## src/sbs_map.svh

```systemverilog
// Constants of the burst SRAM read/write link: widths, latencies, reset values.
// Assumes one clock; each pair of clock cycles is one input clock period.
// Contract
// - Separate read-only and write-only data ports
// - Read and write share one address bus
// - Four beats per access over two periods
// - PLL on: read data after 1.5 periods
// - PLL off: read data after one period
// - Accesses launch only on positive input edge
// - Write data captured on both input edges
// - Read data leaves from output registers
// - Port and byte selects registered before use
// - Four 512K by 18 arrays, one address
// - Burst of four sequential words per address
// - Low read select latches read address
// - Lowest word first, one word per edge
// - Read right after a read is ignored
// - Controller launches a read only after the last burst is captured and the FIFO is empty
// - Pending bursts finish after deselect
// - Outputs float after last beat, no waits
// - Single clock mode is a power-on strap
// - PLL off limits operation to 167 MHz
`ifndef SBS_MAP_SVH
`define SBS_MAP_SVH
`define SBS_ADDR_W 19
`define SBS_BEAT_W 18
`define SBS_WORD_W 72
`define SBS_BYTE_W 9
`define SBS_BEATS 3'h4
`define SBS_BWS_W 2
`define SBS_MASK_W 8
`define SBS_LAT_PLL_ON 2'h2
`define SBS_LAT_PLL_OFF 2'h1
`define SBS_FIFO_DEPTH 4
`define SBS_RST_SEL_N 1'h1
`define SBS_RST_BWS_N 2'h3
`define SBS_PLL_OFF_MAX_MHZ 167
`endif

```

## src/sbs_pkg.sv

```systemverilog
// Types shared by both ends of the burst SRAM link.
// Assumes sbs_map.svh is on the include path.
`include "sbs_map.svh"
package sbs_pkg;
  typedef logic [`SBS_ADDR_W-1:0] sbs_addr_type;
  typedef logic [`SBS_BEAT_W-1:0] sbs_beat_type;
  typedef logic [`SBS_WORD_W-1:0] sbs_word_type;
  typedef logic [`SBS_MASK_W-1:0] sbs_mask_type;
  typedef logic [`SBS_BWS_W-1:0] sbs_bws_type;
  typedef enum logic [1:0] {
    ST_IDLE = 2'h0,
    ST_RD = 2'h1,
    ST_WR = 2'h2
  } sbs_state_type;
endpackage : sbs_pkg

```

## src/sbs_link_if.sv

```systemverilog
// Pin-level link between memory controller and burst SRAM.
// Assumes both ends run on core_clk; kEn marks the positive input clock rise.
interface sbs_link_if;
  import sbs_pkg::*;
  logic kEn;
  logic readPortSelectN;
  logic writePortSelectN;
  sbs_bws_type byteWriteSelectN;
  sbs_addr_type addr;
  sbs_beat_type wrBeat;
  sbs_beat_type rdBeat;
  logic rdBeatOe;
  logic pllDisableN;
  logic cStrapHigh;
  modport dev (
    input kEn, readPortSelectN, writePortSelectN, byteWriteSelectN, addr, wrBeat,
    input pllDisableN, cStrapHigh,
    output rdBeat, rdBeatOe
  );
  modport ctl (
    output kEn, readPortSelectN, writePortSelectN, byteWriteSelectN, addr, wrBeat,
    output pllDisableN, cStrapHigh,
    input rdBeat, rdBeatOe
  );
endinterface : sbs_link_if

```

## src/sbs_mem_ctrl.sv

```systemverilog
// Memory controller end with read-data FIFO toward the user.
// Assumes one core_clk; the input clock rise is a divided enable.
`include "sbs_map.svh"
module sbs_fifo #(
  parameter int WIDTH = `SBS_BEAT_W,
  parameter int DEPTH = `SBS_FIFO_DEPTH
) (
  // Clock and reset
  input wire logic core_clk,
  input wire logic nrst,
  // Fill side
  input wire logic inValid,
  input wire logic [WIDTH-1:0] inData,
  output logic inReady,
  // Drain side
  output logic outValid,
  output logic [WIDTH-1:0] outData,
  input wire logic outReady
);
  localparam int PW = $clog2(DEPTH);
  logic [WIDTH-1:0] buf_ff [0:DEPTH-1];
  logic [PW-1:0] wrPtr_ff, nxt_wrPtr;
  logic [PW-1:0] rdPtr_ff, nxt_rdPtr;
  logic [PW:0] cnt_ff, nxt_cnt;
  logic push;
  logic pop;

  always_comb begin
    push = inValid && (cnt_ff != DEPTH[PW:0]);
    pop = outReady && (cnt_ff != '0);
    nxt_wrPtr = push ? wrPtr_ff + 1'b1 : wrPtr_ff;
    nxt_rdPtr = pop ? rdPtr_ff + 1'b1 : rdPtr_ff;
    nxt_cnt = cnt_ff + {{PW{1'b0}}, push} - {{PW{1'b0}}, pop};
  end

  always_ff @(posedge core_clk) begin
    if (push) begin
      buf_ff[wrPtr_ff] <= inData;
    end
    if (!nrst) begin
      wrPtr_ff <= '0;
      rdPtr_ff <= '0;
      cnt_ff <= '0;
    end else begin
      wrPtr_ff <= nxt_wrPtr;
      rdPtr_ff <= nxt_rdPtr;
      cnt_ff <= nxt_cnt;
    end
  end

  assign inReady = (cnt_ff != DEPTH[PW:0]);
  assign outValid = (cnt_ff != '0);
  assign outData = buf_ff[rdPtr_ff];
endmodule : sbs_fifo

module sbs_mem_ctrl (
  // Link
  sbs_link_if.ctl link,
  // Clock and reset
  input wire logic core_clk,
  input wire logic nrst,
  // Configuration straps
  input wire logic pllOffReq,
  input wire logic singleClkReq,
  // Write request
  input wire logic wrReq,
  input wire sbs_pkg::sbs_addr_type wrAddr,
  input wire sbs_pkg::sbs_word_type wrData,
  input wire sbs_pkg::sbs_mask_type wrBytesN,
  output logic wrReady,
  // Read request
  input wire logic rdReq,
  input wire sbs_pkg::sbs_addr_type rdAddr,
  output logic rdReady,
  // Read data
  output logic rdValid,
  output sbs_pkg::sbs_beat_type rdData,
  input wire logic rdTake
);
  import sbs_pkg::*;

  // ************************************************
  // Registers
  // ************************************************
  sbs_state_type state_ff, nxt_state;
  logic kPhase_ff, nxt_kPhase;
  logic rpsN_ff, nxt_rpsN;
  logic wpsN_ff, nxt_wpsN;
  sbs_bws_type bwsN_ff, nxt_bwsN;
  sbs_addr_type addr_ff, nxt_addr;
  sbs_beat_type d_ff, nxt_d;
  sbs_word_type wrShift_ff, nxt_wrShift;
  sbs_mask_type maskShift_ff, nxt_maskShift;
  logic [2:0] beatCnt_ff, nxt_beatCnt;
  logic rdReady_ff, nxt_rdReady;
  logic wrReady_ff, nxt_wrReady;
  logic pllDisN_ff;
  logic strap_ff;
  logic fifoInReady;
  logic fifoValid;
  logic capture;

  // ************************************************
  // Next state
  // ************************************************
  always_comb begin
    nxt_kPhase = ~kPhase_ff;
    nxt_state = state_ff;
    nxt_rpsN = `SBS_RST_SEL_N;
    nxt_wpsN = `SBS_RST_SEL_N;
    nxt_bwsN = bwsN_ff;
    nxt_addr = addr_ff;
    nxt_d = d_ff;
    nxt_wrShift = wrShift_ff;
    nxt_maskShift = maskShift_ff;
    nxt_beatCnt = beatCnt_ff;
    capture = (state_ff == ST_RD) && link.rdBeatOe && fifoInReady;
    unique case (state_ff)
      ST_IDLE: begin
        // Issue one cycle ahead of the input clock rise
        if (rdReq && rdReady_ff) begin
          nxt_rpsN = 1'b0;
          nxt_addr = rdAddr;
          nxt_beatCnt = 3'h0;
          nxt_state = ST_RD;
        end else if (wrReq && wrReady_ff) begin
          nxt_wpsN = 1'b0;
          nxt_addr = wrAddr;
          nxt_wrShift = wrData;
          nxt_maskShift = wrBytesN;
          nxt_beatCnt = 3'h0;
          nxt_state = ST_WR;
        end
      end
      ST_WR: begin
        nxt_d = wrShift_ff[`SBS_BEAT_W-1:0];
        nxt_bwsN = maskShift_ff[`SBS_BWS_W-1:0];
        nxt_wrShift = {18'h0, wrShift_ff[`SBS_WORD_W-1:`SBS_BEAT_W]};
        nxt_maskShift = {2'h3, maskShift_ff[`SBS_MASK_W-1:`SBS_BWS_W]};
        nxt_beatCnt = beatCnt_ff + 3'h1;
        if (beatCnt_ff == `SBS_BEATS - 3'h1) begin
          nxt_state = ST_IDLE;
        end
      end
      ST_RD: begin
        // Let the burst finish before the next launch
        if (capture) begin
          nxt_beatCnt = beatCnt_ff + 3'h1;
          if (beatCnt_ff == `SBS_BEATS - 3'h1) begin
            nxt_state = ST_IDLE;
          end
        end
      end
      default: begin
        nxt_state = ST_IDLE;
      end
    endcase
    nxt_rdReady = (nxt_state == ST_IDLE) && (state_ff == ST_IDLE) && kPhase_ff && !fifoValid;
    nxt_wrReady = (nxt_state == ST_IDLE) && (state_ff == ST_IDLE) && kPhase_ff;
  end

  // ************************************************
  // Register update
  // ************************************************
  always_ff @(posedge core_clk) begin
    pllDisN_ff <= !pllOffReq;
    strap_ff <= singleClkReq;
    addr_ff <= nxt_addr;
    d_ff <= nxt_d;
    wrShift_ff <= nxt_wrShift;
    maskShift_ff <= nxt_maskShift;
    if (!nrst) begin
      state_ff <= ST_IDLE;
      kPhase_ff <= 1'b0;
      rpsN_ff <= `SBS_RST_SEL_N;
      wpsN_ff <= `SBS_RST_SEL_N;
      bwsN_ff <= `SBS_RST_BWS_N;
      beatCnt_ff <= 3'h0;
      rdReady_ff <= 1'b0;
      wrReady_ff <= 1'b0;
    end else begin
      state_ff <= nxt_state;
      kPhase_ff <= nxt_kPhase;
      rpsN_ff <= nxt_rpsN;
      wpsN_ff <= nxt_wpsN;
      bwsN_ff <= nxt_bwsN;
      beatCnt_ff <= nxt_beatCnt;
      rdReady_ff <= nxt_rdReady;
      wrReady_ff <= nxt_wrReady;
    end
  end

  // ************************************************
  // Read data buffer
  // ************************************************
  sbs_fifo #(
    .WIDTH(`SBS_BEAT_W),
    .DEPTH(`SBS_FIFO_DEPTH)
  ) u_fifo (
    .core_clk(core_clk),
    .nrst(nrst),
    .inValid(capture),
    .inData(link.rdBeat),
    .inReady(fifoInReady),
    .outValid(fifoValid),
    .outData(rdData),
    .outReady(rdTake)
  );

  // ************************************************
  // Outputs
  // ************************************************
  assign link.kEn = kPhase_ff;
  assign link.readPortSelectN = rpsN_ff;
  assign link.writePortSelectN = wpsN_ff;
  assign link.byteWriteSelectN = bwsN_ff;
  assign link.addr = addr_ff;
  assign link.wrBeat = d_ff;
  assign link.pllDisableN = pllDisN_ff;
  assign link.cStrapHigh = strap_ff;
  assign rdReady = rdReady_ff;
  assign wrReady = wrReady_ff;
  assign rdValid = fifoValid;
endmodule : sbs_mem_ctrl

```

## src/flat_wrapper.sv

```systemverilog
// flat-port wrapper written by rule: the top's interface ports become plain ports
module sbs_mem_ctrl_flat import sbs_pkg::*;
  (core_clk, nrst, pllOffReq, singleClkReq, wrReq, wrAddr, wrData, wrBytesN, wrReady, rdReq, rdAddr, rdReady, rdValid, rdData, rdTake, link_kEn, link_readPortSelectN, link_writePortSelectN, link_byteWriteSelectN, link_addr, link_wrBeat, link_pllDisableN, link_cStrapHigh, link_rdBeat, link_rdBeatOe);
  sbs_link_if link_i ();
  input wire logic core_clk;
  input wire logic nrst;
  input wire logic pllOffReq;
  input wire logic singleClkReq;
  input wire logic wrReq;
  input wire sbs_pkg::sbs_addr_type wrAddr;
  input wire sbs_pkg::sbs_word_type wrData;
  input wire sbs_pkg::sbs_mask_type wrBytesN;
  output logic wrReady;
  input wire logic rdReq;
  input wire sbs_pkg::sbs_addr_type rdAddr;
  output logic rdReady;
  output logic rdValid;
  output sbs_pkg::sbs_beat_type rdData;
  input wire logic rdTake;
  output wire logic [$bits(link_i.kEn)-1:0] link_kEn;
  output wire logic [$bits(link_i.readPortSelectN)-1:0] link_readPortSelectN;
  output wire logic [$bits(link_i.writePortSelectN)-1:0] link_writePortSelectN;
  output wire logic [$bits(link_i.byteWriteSelectN)-1:0] link_byteWriteSelectN;
  output wire logic [$bits(link_i.addr)-1:0] link_addr;
  output wire logic [$bits(link_i.wrBeat)-1:0] link_wrBeat;
  output wire logic [$bits(link_i.pllDisableN)-1:0] link_pllDisableN;
  output wire logic [$bits(link_i.cStrapHigh)-1:0] link_cStrapHigh;
  input wire logic [$bits(link_i.rdBeat)-1:0] link_rdBeat;
  input wire logic [$bits(link_i.rdBeatOe)-1:0] link_rdBeatOe;
  assign link_kEn = link_i.kEn;
  assign link_readPortSelectN = link_i.readPortSelectN;
  assign link_writePortSelectN = link_i.writePortSelectN;
  assign link_byteWriteSelectN = link_i.byteWriteSelectN;
  assign link_addr = link_i.addr;
  assign link_wrBeat = link_i.wrBeat;
  assign link_pllDisableN = link_i.pllDisableN;
  assign link_cStrapHigh = link_i.cStrapHigh;
  assign link_i.rdBeat = link_rdBeat;
  assign link_i.rdBeatOe = link_rdBeatOe;
  sbs_mem_ctrl u_core (.link(link_i), .core_clk(core_clk), .nrst(nrst), .pllOffReq(pllOffReq), .singleClkReq(singleClkReq), .wrReq(wrReq), .wrAddr(wrAddr), .wrData(wrData), .wrBytesN(wrBytesN), .wrReady(wrReady), .rdReq(rdReq), .rdAddr(rdAddr), .rdReady(rdReady), .rdValid(rdValid), .rdData(rdData), .rdTake(rdTake));
endmodule
```

## config.mk

```make
export PLATFORM = sky130hd
export DESIGN_NAME = sbs_mem_ctrl_flat
export DESIGN_NICKNAME = d
export VERILOG_FILES = /design/src/sbs_pkg.sv /design/src/sbs_link_if.sv /design/src/sbs_mem_ctrl.sv /design/src/flat_wrapper.sv
export VERILOG_INCLUDE_DIRS = /design/src
export SDC_FILE = /design/constraint.sdc
export NUM_CORES = 1
export LEC_CHECK = 0
export ABC_AREA = 1
export CAP_MARGIN = 20
export CORE_MARGIN = 2
export CORE_UTILIZATION = 55
export DETAILED_ROUTE_END_ITERATION = 8
export DONT_BUFFER_PORTS = 1
export PLACE_DENSITY = 0.73
export SLEW_MARGIN = 40
export SYNTH_ARGS = -nofsm -noshare
export SYNTH_HDL_FRONTEND = slang
export SYNTH_SLANG_ARGS = --single-unit
```

## constraint.sdc

```tcl
create_clock -name core_clk -period 6.94 [get_ports core_clk]
set_input_delay 0.347 -clock core_clk [delete_from_list [all_inputs] [get_ports core_clk]]
set_output_delay 0.347 -clock core_clk [all_outputs]
set_load 0.02 [all_outputs]
```

; ---- Word-level counts from Yosys, hierarchy flattened
; Memory sizes are Yosys's and may differ from the RTL's. A register that Yosys moved wholly into a read port is not among the register bits.
; Index checks and enable logic that the tools add are counted.
[op_classes]
n_eq_ne = 8
bitwise_logic = 3
add_sub_neg = 5
mux = 23
n_reduce_logical = 22
[ops]
columns = operator, count
row1 = 2-to-1 mux 72 bit, 2
row2 = one-hot mux 72 bit (2 select lines), 1
row3 = 2-to-1 mux 19 bit, 2
row4 = 2-to-1 mux 8 bit, 2
row5 = one-hot mux 8 bit (2 select lines), 1
row6 = 2-to-1 mux 2 bit, 6
row7 = logical AND 1 bit, 9
row8 = 2-to-1 mux 3 bit, 3
row9 = one-hot mux 3 bit (3 select lines), 1
row10 = one-hot mux 2 bit (3 select lines), 1
row11 = AND reduction 3 bit, 2
row12 = nonzero test 3 bit, 2
row13 = "adder 2 x 1 -> 2 bit, second input constant", 2
row14 = logical NOT 2 bit, 2
row15 = 2-to-1 mux 1 bit, 4
row16 = "inequality test 2 bit, second input constant", 2
row17 = AND reduction 2 bit, 2
row18 = nonzero test 2 bit, 2
row19 = adder 3 x 1 -> 3 bit, 1
row20 = "adder 3 x 1 -> 3 bit, second input constant", 1
row21 = "== test 3 x 2 -> 1 bit, second input constant", 1
row22 = "inequality test 3 x 1 -> 1 bit, second input constant", 1
row23 = "inequality test 3 bit, second input constant", 1
row24 = inverter 1 bit, 3
row25 = other kinds (6), 7
[totals]
word_cells = 79
ram_bits = 72
memories = 1
reg_bits = 138
out_inout_bits = 65
input_bits = 144
[memory_table]
columns = name, words, width, rd, rd_clocked_by_memory_dff, write_ports, line
row1 = u_core.u_fifo.buf_ff, 4, 18, 1, 1, 1, sbs_mem_ctrl.sv:21  ; logic [WIDTH-1:0] buf_ff [0:DEPTH-1];

; ---- Longest topological paths before layout
[logic_depth]
ltp_word = 9
ltp_mapped = 12
ltp_nobuf = 11

; ---- By module
; From an unflattened synthesis, not the netlist that was laid out.
[hier_totals]
hier_cells = 731
area_unflattened_um2 = 8469.4
[modules_own_cells]
columns = module, seq_area_each_um2, n_inst, cells_per_inst, area_per_inst_um2
row1 = sbs_mem_ctrl, 3793.6, 1, 493, 5276.3
row2 = sbs_fifo, 2342.2, 1, 238, 3193.1

; ---- Worst setup path after synthesis
; No wires, ideal clock.
[synth_path]
kind = flip-flop to flip-flop
from = register u_core.state_ff[0]
to = register u_core.maskShift_ff[0], enable pin
setup_ns = 0.629
required_ns = 6.311
arrival_time_ns = 6.928
path_buffers = 0
path_stages_with_launch = 5
period_less_slack_ns = 7.556
setup_slack_ns = -0.616
cell_sequence = dfxtp_1 > inv_1 > ha_1 > inv_2 > o21ai_0
[synth_via]
elab_chain_cells = 3
elab_cells_between_ends = 6
cone_classes = 3 x eq/ne / 3 x reduce/logical
[synth_lines]
columns = element, line
row1 = "start, declared", sbs_mem_ctrl.sv:85  ; sbs_state_type state_ff, nxt_state;
row2 = "start signal, assigned", sbs_mem_ctrl.sv:182  ; state_ff <= nxt_state;
row3 = logical NOT 2 bit / == test 2 bit (equally long branches), sbs_mem_ctrl.sv:118  ; unique case (state_ff)
row4 = inequality test 2 bit (no source line) (tied with other cells), n/a
row5 = AND reduction 3 bit (no source line) (*), n/a
row6 = "end signal, assigned", sbs_mem_ctrl.sv:171  ; maskShift_ff <= nxt_maskShift;
row7 = "end, declared", sbs_mem_ctrl.sv:93  ; sbs_mask_type maskShift_ff, nxt_maskShift;
; Mark *: on every way between the ends. The rest lies on a longest branch, timed or not.
; A chain may end at the register's enable or synchronous reset.

==> qor.csv <==
metric;value;unit
hpwl dp;10100;um
Die Y;128;um
clock slew at reported path FFs;0.06;ns
PwrDens;327;nW/um^2
R2R Path End;u_core.wrShift_ff[7];
vias;5076;
Synth Flop Type;edfxtp_1;
Synth Area in Adders;2.02;%
worst r2r src;u_core.state_ff[0];
Synth cell types;30;
Startpoint Class;flop;
Async S/R FF share, synth;0;%
top-count cell post-synth;nand2_1;
drt total wl;15900;um
WL/cell;16.6;um
#FFs+latches synth;212;
post-synth top area share;67.4;%
Yosys warning count;0;
final hold vios;0;
first-pass GRT wire length;24800;um
Tmin final;2.59;ns
Worst Hold Class;in -> reg;
DIE AREA;16300;um^2
CP Class;reg -> out;
critical path arrival;2.24;ns
WHS;0.0342;ns
sequential area share after synthesis;72.9;%
proportion of layout cells with a drive suffix above 1;7.66;%
Crit. End Element;output port;
clock buffer depth;3;
Compound-Gate Fraction of Synth Area;4.64;%
R2R depth;6;
Cells after Synth;731;
post-synthesis area per instance;11.5;um^2
final std cells w/o fill;958;
storage element area;6140;um^2
largest net degree at the start of global routing;81;
area leader, netlist;edfxtp_1;
IO Count;209;
Die X;128;um
fillers;1160;
Critical Path End;rdData[5];
clk sinks;212;
mux contribution to synthesized area;0;%
grt total ovfl;0;
Synth Area in XOR/XNOR;0.104;%
Final setup viols;0;
CTS Buf Count;22;
First-pass DRT Iterations;4;
final slew viol count;0;
vias in the first global route;5056;
Cells after DPL;897;
CTS tree;built;
area grow syn2layout;14.0;%
DP Area;8630;um^2
Slew HR;52.5;%
Final period util;37.3;%
number of flops mapped to enable cells by yosys;189;
Worst VDD drop;0.203;mV
Mapped Nets;888;
nets@finish;911;
root buffer cell;clkbuf_16;
RSZ-0062 raised after global routing;false;
number of diodes;0;
GP Congestion;0.786;
Core Area;15100;um^2
vias per inst;5.30;
synthesized area;8420;um^2
commonest cells in the netlist;nand2_1 (266), edfxtp_1 (189), nor2_1 (69);
hold buffer count at CTS;21;
design area;9600;um^2
Simple-Gate Fraction of Synth Area;16.4;%
# DRC;0;
leakage;3.76;nW
critical path fanouts, max;19;
CP required;6.59;ns
Max Clk Rate;0.386;GHz
total power;0.00314;W
Starting Density;55.8;%
post-route ant nets;0;
post-CTS sizing;0;
max-cap viol count;0;
Fin Setup TNS;0;ns
number of DRC markers in iteration 0;347;
row count;45;
Clock Skew;0.00882;ns
Port-buffer cells;0;
Total GRT Usage;19.2;%
Skew-Pair Late Insertion Delay;0.49;ns
initial antenna violation count;0;
area of the multi-input gates;1980;um^2
worst slew pin tran;0.712;ns
status;finished clean;
Post-CTS Setup Inserts;0;
ranking of synthesized cells by area;edfxtp_1 (67%), nand2_1 (12%), dfxtp_1 (5.5%);
htree depth;1;
largest family of logic cells by synthesized area;simple AND/OR/NAND/NOR gates;
r2r setup slk;4.45;ns
-- cell families after synthesis --
group	Yosys count
and+or+nand+nor	354
DFF	212
buffers and inverters	80
AOI/OAI and AO/OA	71
adders and majority gates	13
xor gates and xnor gates	1
-- state kept, by name, indices dropped and copies added, names as in the netlist, named ones only --
register,flops
u_core.rdReady,1
u_core.link.wrBeat,18
u_core.u_fifo.wrPtr_ff,2
u_core.beatCnt_ff,3
u_core.u_fifo.cnt_ff,3
u_core.state_ff,2
u_core.link.kEn,1
u_core.link.byteWriteSelectN,2
u_core.wrReady,1
u_core.link.cStrapHigh,1
u_core.link.writePortSelectN,1
u_core.maskShift_ff,8
u_core.wrShift_ff,72
u_core.u_fifo.buf_ff,72
u_core.u_fifo.rdPtr_ff,2
u_core.link.addr,19
u_core.link.pllDisableN,1
u_core.link.readPortSelectN,1
-- placed cells by master (no fill, tap or decap), types with 2 or more instances in the layout --
cell type      count
nand2_1          266
edfxtp_1         189
nor2_1            69
inv_1             47
o21ai_0           39
clkbuf_16         26
dfxtp_1           22
dlygate4sd3_1     21
o22ai_1           18
ha_1              11
clkbuf_1           8
nand3_1            7
a21oi_1            7
buf_4              6
nand2_2            3
or2_2              3
inv_4              2
o21ai_1            2
nand3_2            2
clkinv_2           2
clkbuf_8           2
buf_12             2
-- critical path, stage by stage (launching register included) --
cell and delay (ns):
dfxtp_1 0.53, inv_1 0.52, o21ai_0 0.20, o22ai_1 0.51
-- worst min-delay path by stage --
stage | from | to | cells after the start
after floorplan | singleClkReq | u_core.link.cStrapHigh | 0
after global placement | singleClkReq | u_core.link.cStrapHigh | 0
after detailed placement | singleClkReq | u_core.link.cStrapHigh | 0
after CTS | nrst | flop | 2
after global routing | wrData[10] | u_core.wrShift_ff[10] | 2
final | nrst | flop | 2
-- power breakdown --
group | switching (W) | total, W | internal [W]
logic | 0.000277 | 0.000389 | 0.000112
clock network | 0.000454 | 0.00119 | 0.000736
registers | 0.0000788 | 0.00156 | 0.00148
total | 0.000810 | 0.00314 | 0.00233
-- layout make-up --
type                            instances  share of cell area, %
Clock inverter                          4                  0.482
Timing Repair Buffer                   30                   3.19
Clock buffer                           36                   7.38
Multi-Input combinational cell        439                   20.6
Inverter                               49                   1.94
Sequential cell                       212                   64.0
Tap cell                              188                   2.45
-- routing by layer --
metal	vias to the layer above	GRT usage (%)	share of wire (%)
met5	-	0	0
met4	0	6.98	2.9
met3	38	5.97	7.8
met2	182	32.2	49
met1	2372	23.6	40
li1	2484	-	-
-- per-stage QoR --
stage | setup WS, ns | utilization [%]
after global placement | 3.36 | 56.9
after detailed placement | 4.46 | 57.2
after CTS | 4.31 | 63.6
after floorplan | 1.55 | -
after global routing | 4.21 | 63.6
final | 4.35 | 63.6
(Power assumes the default switching activity.)
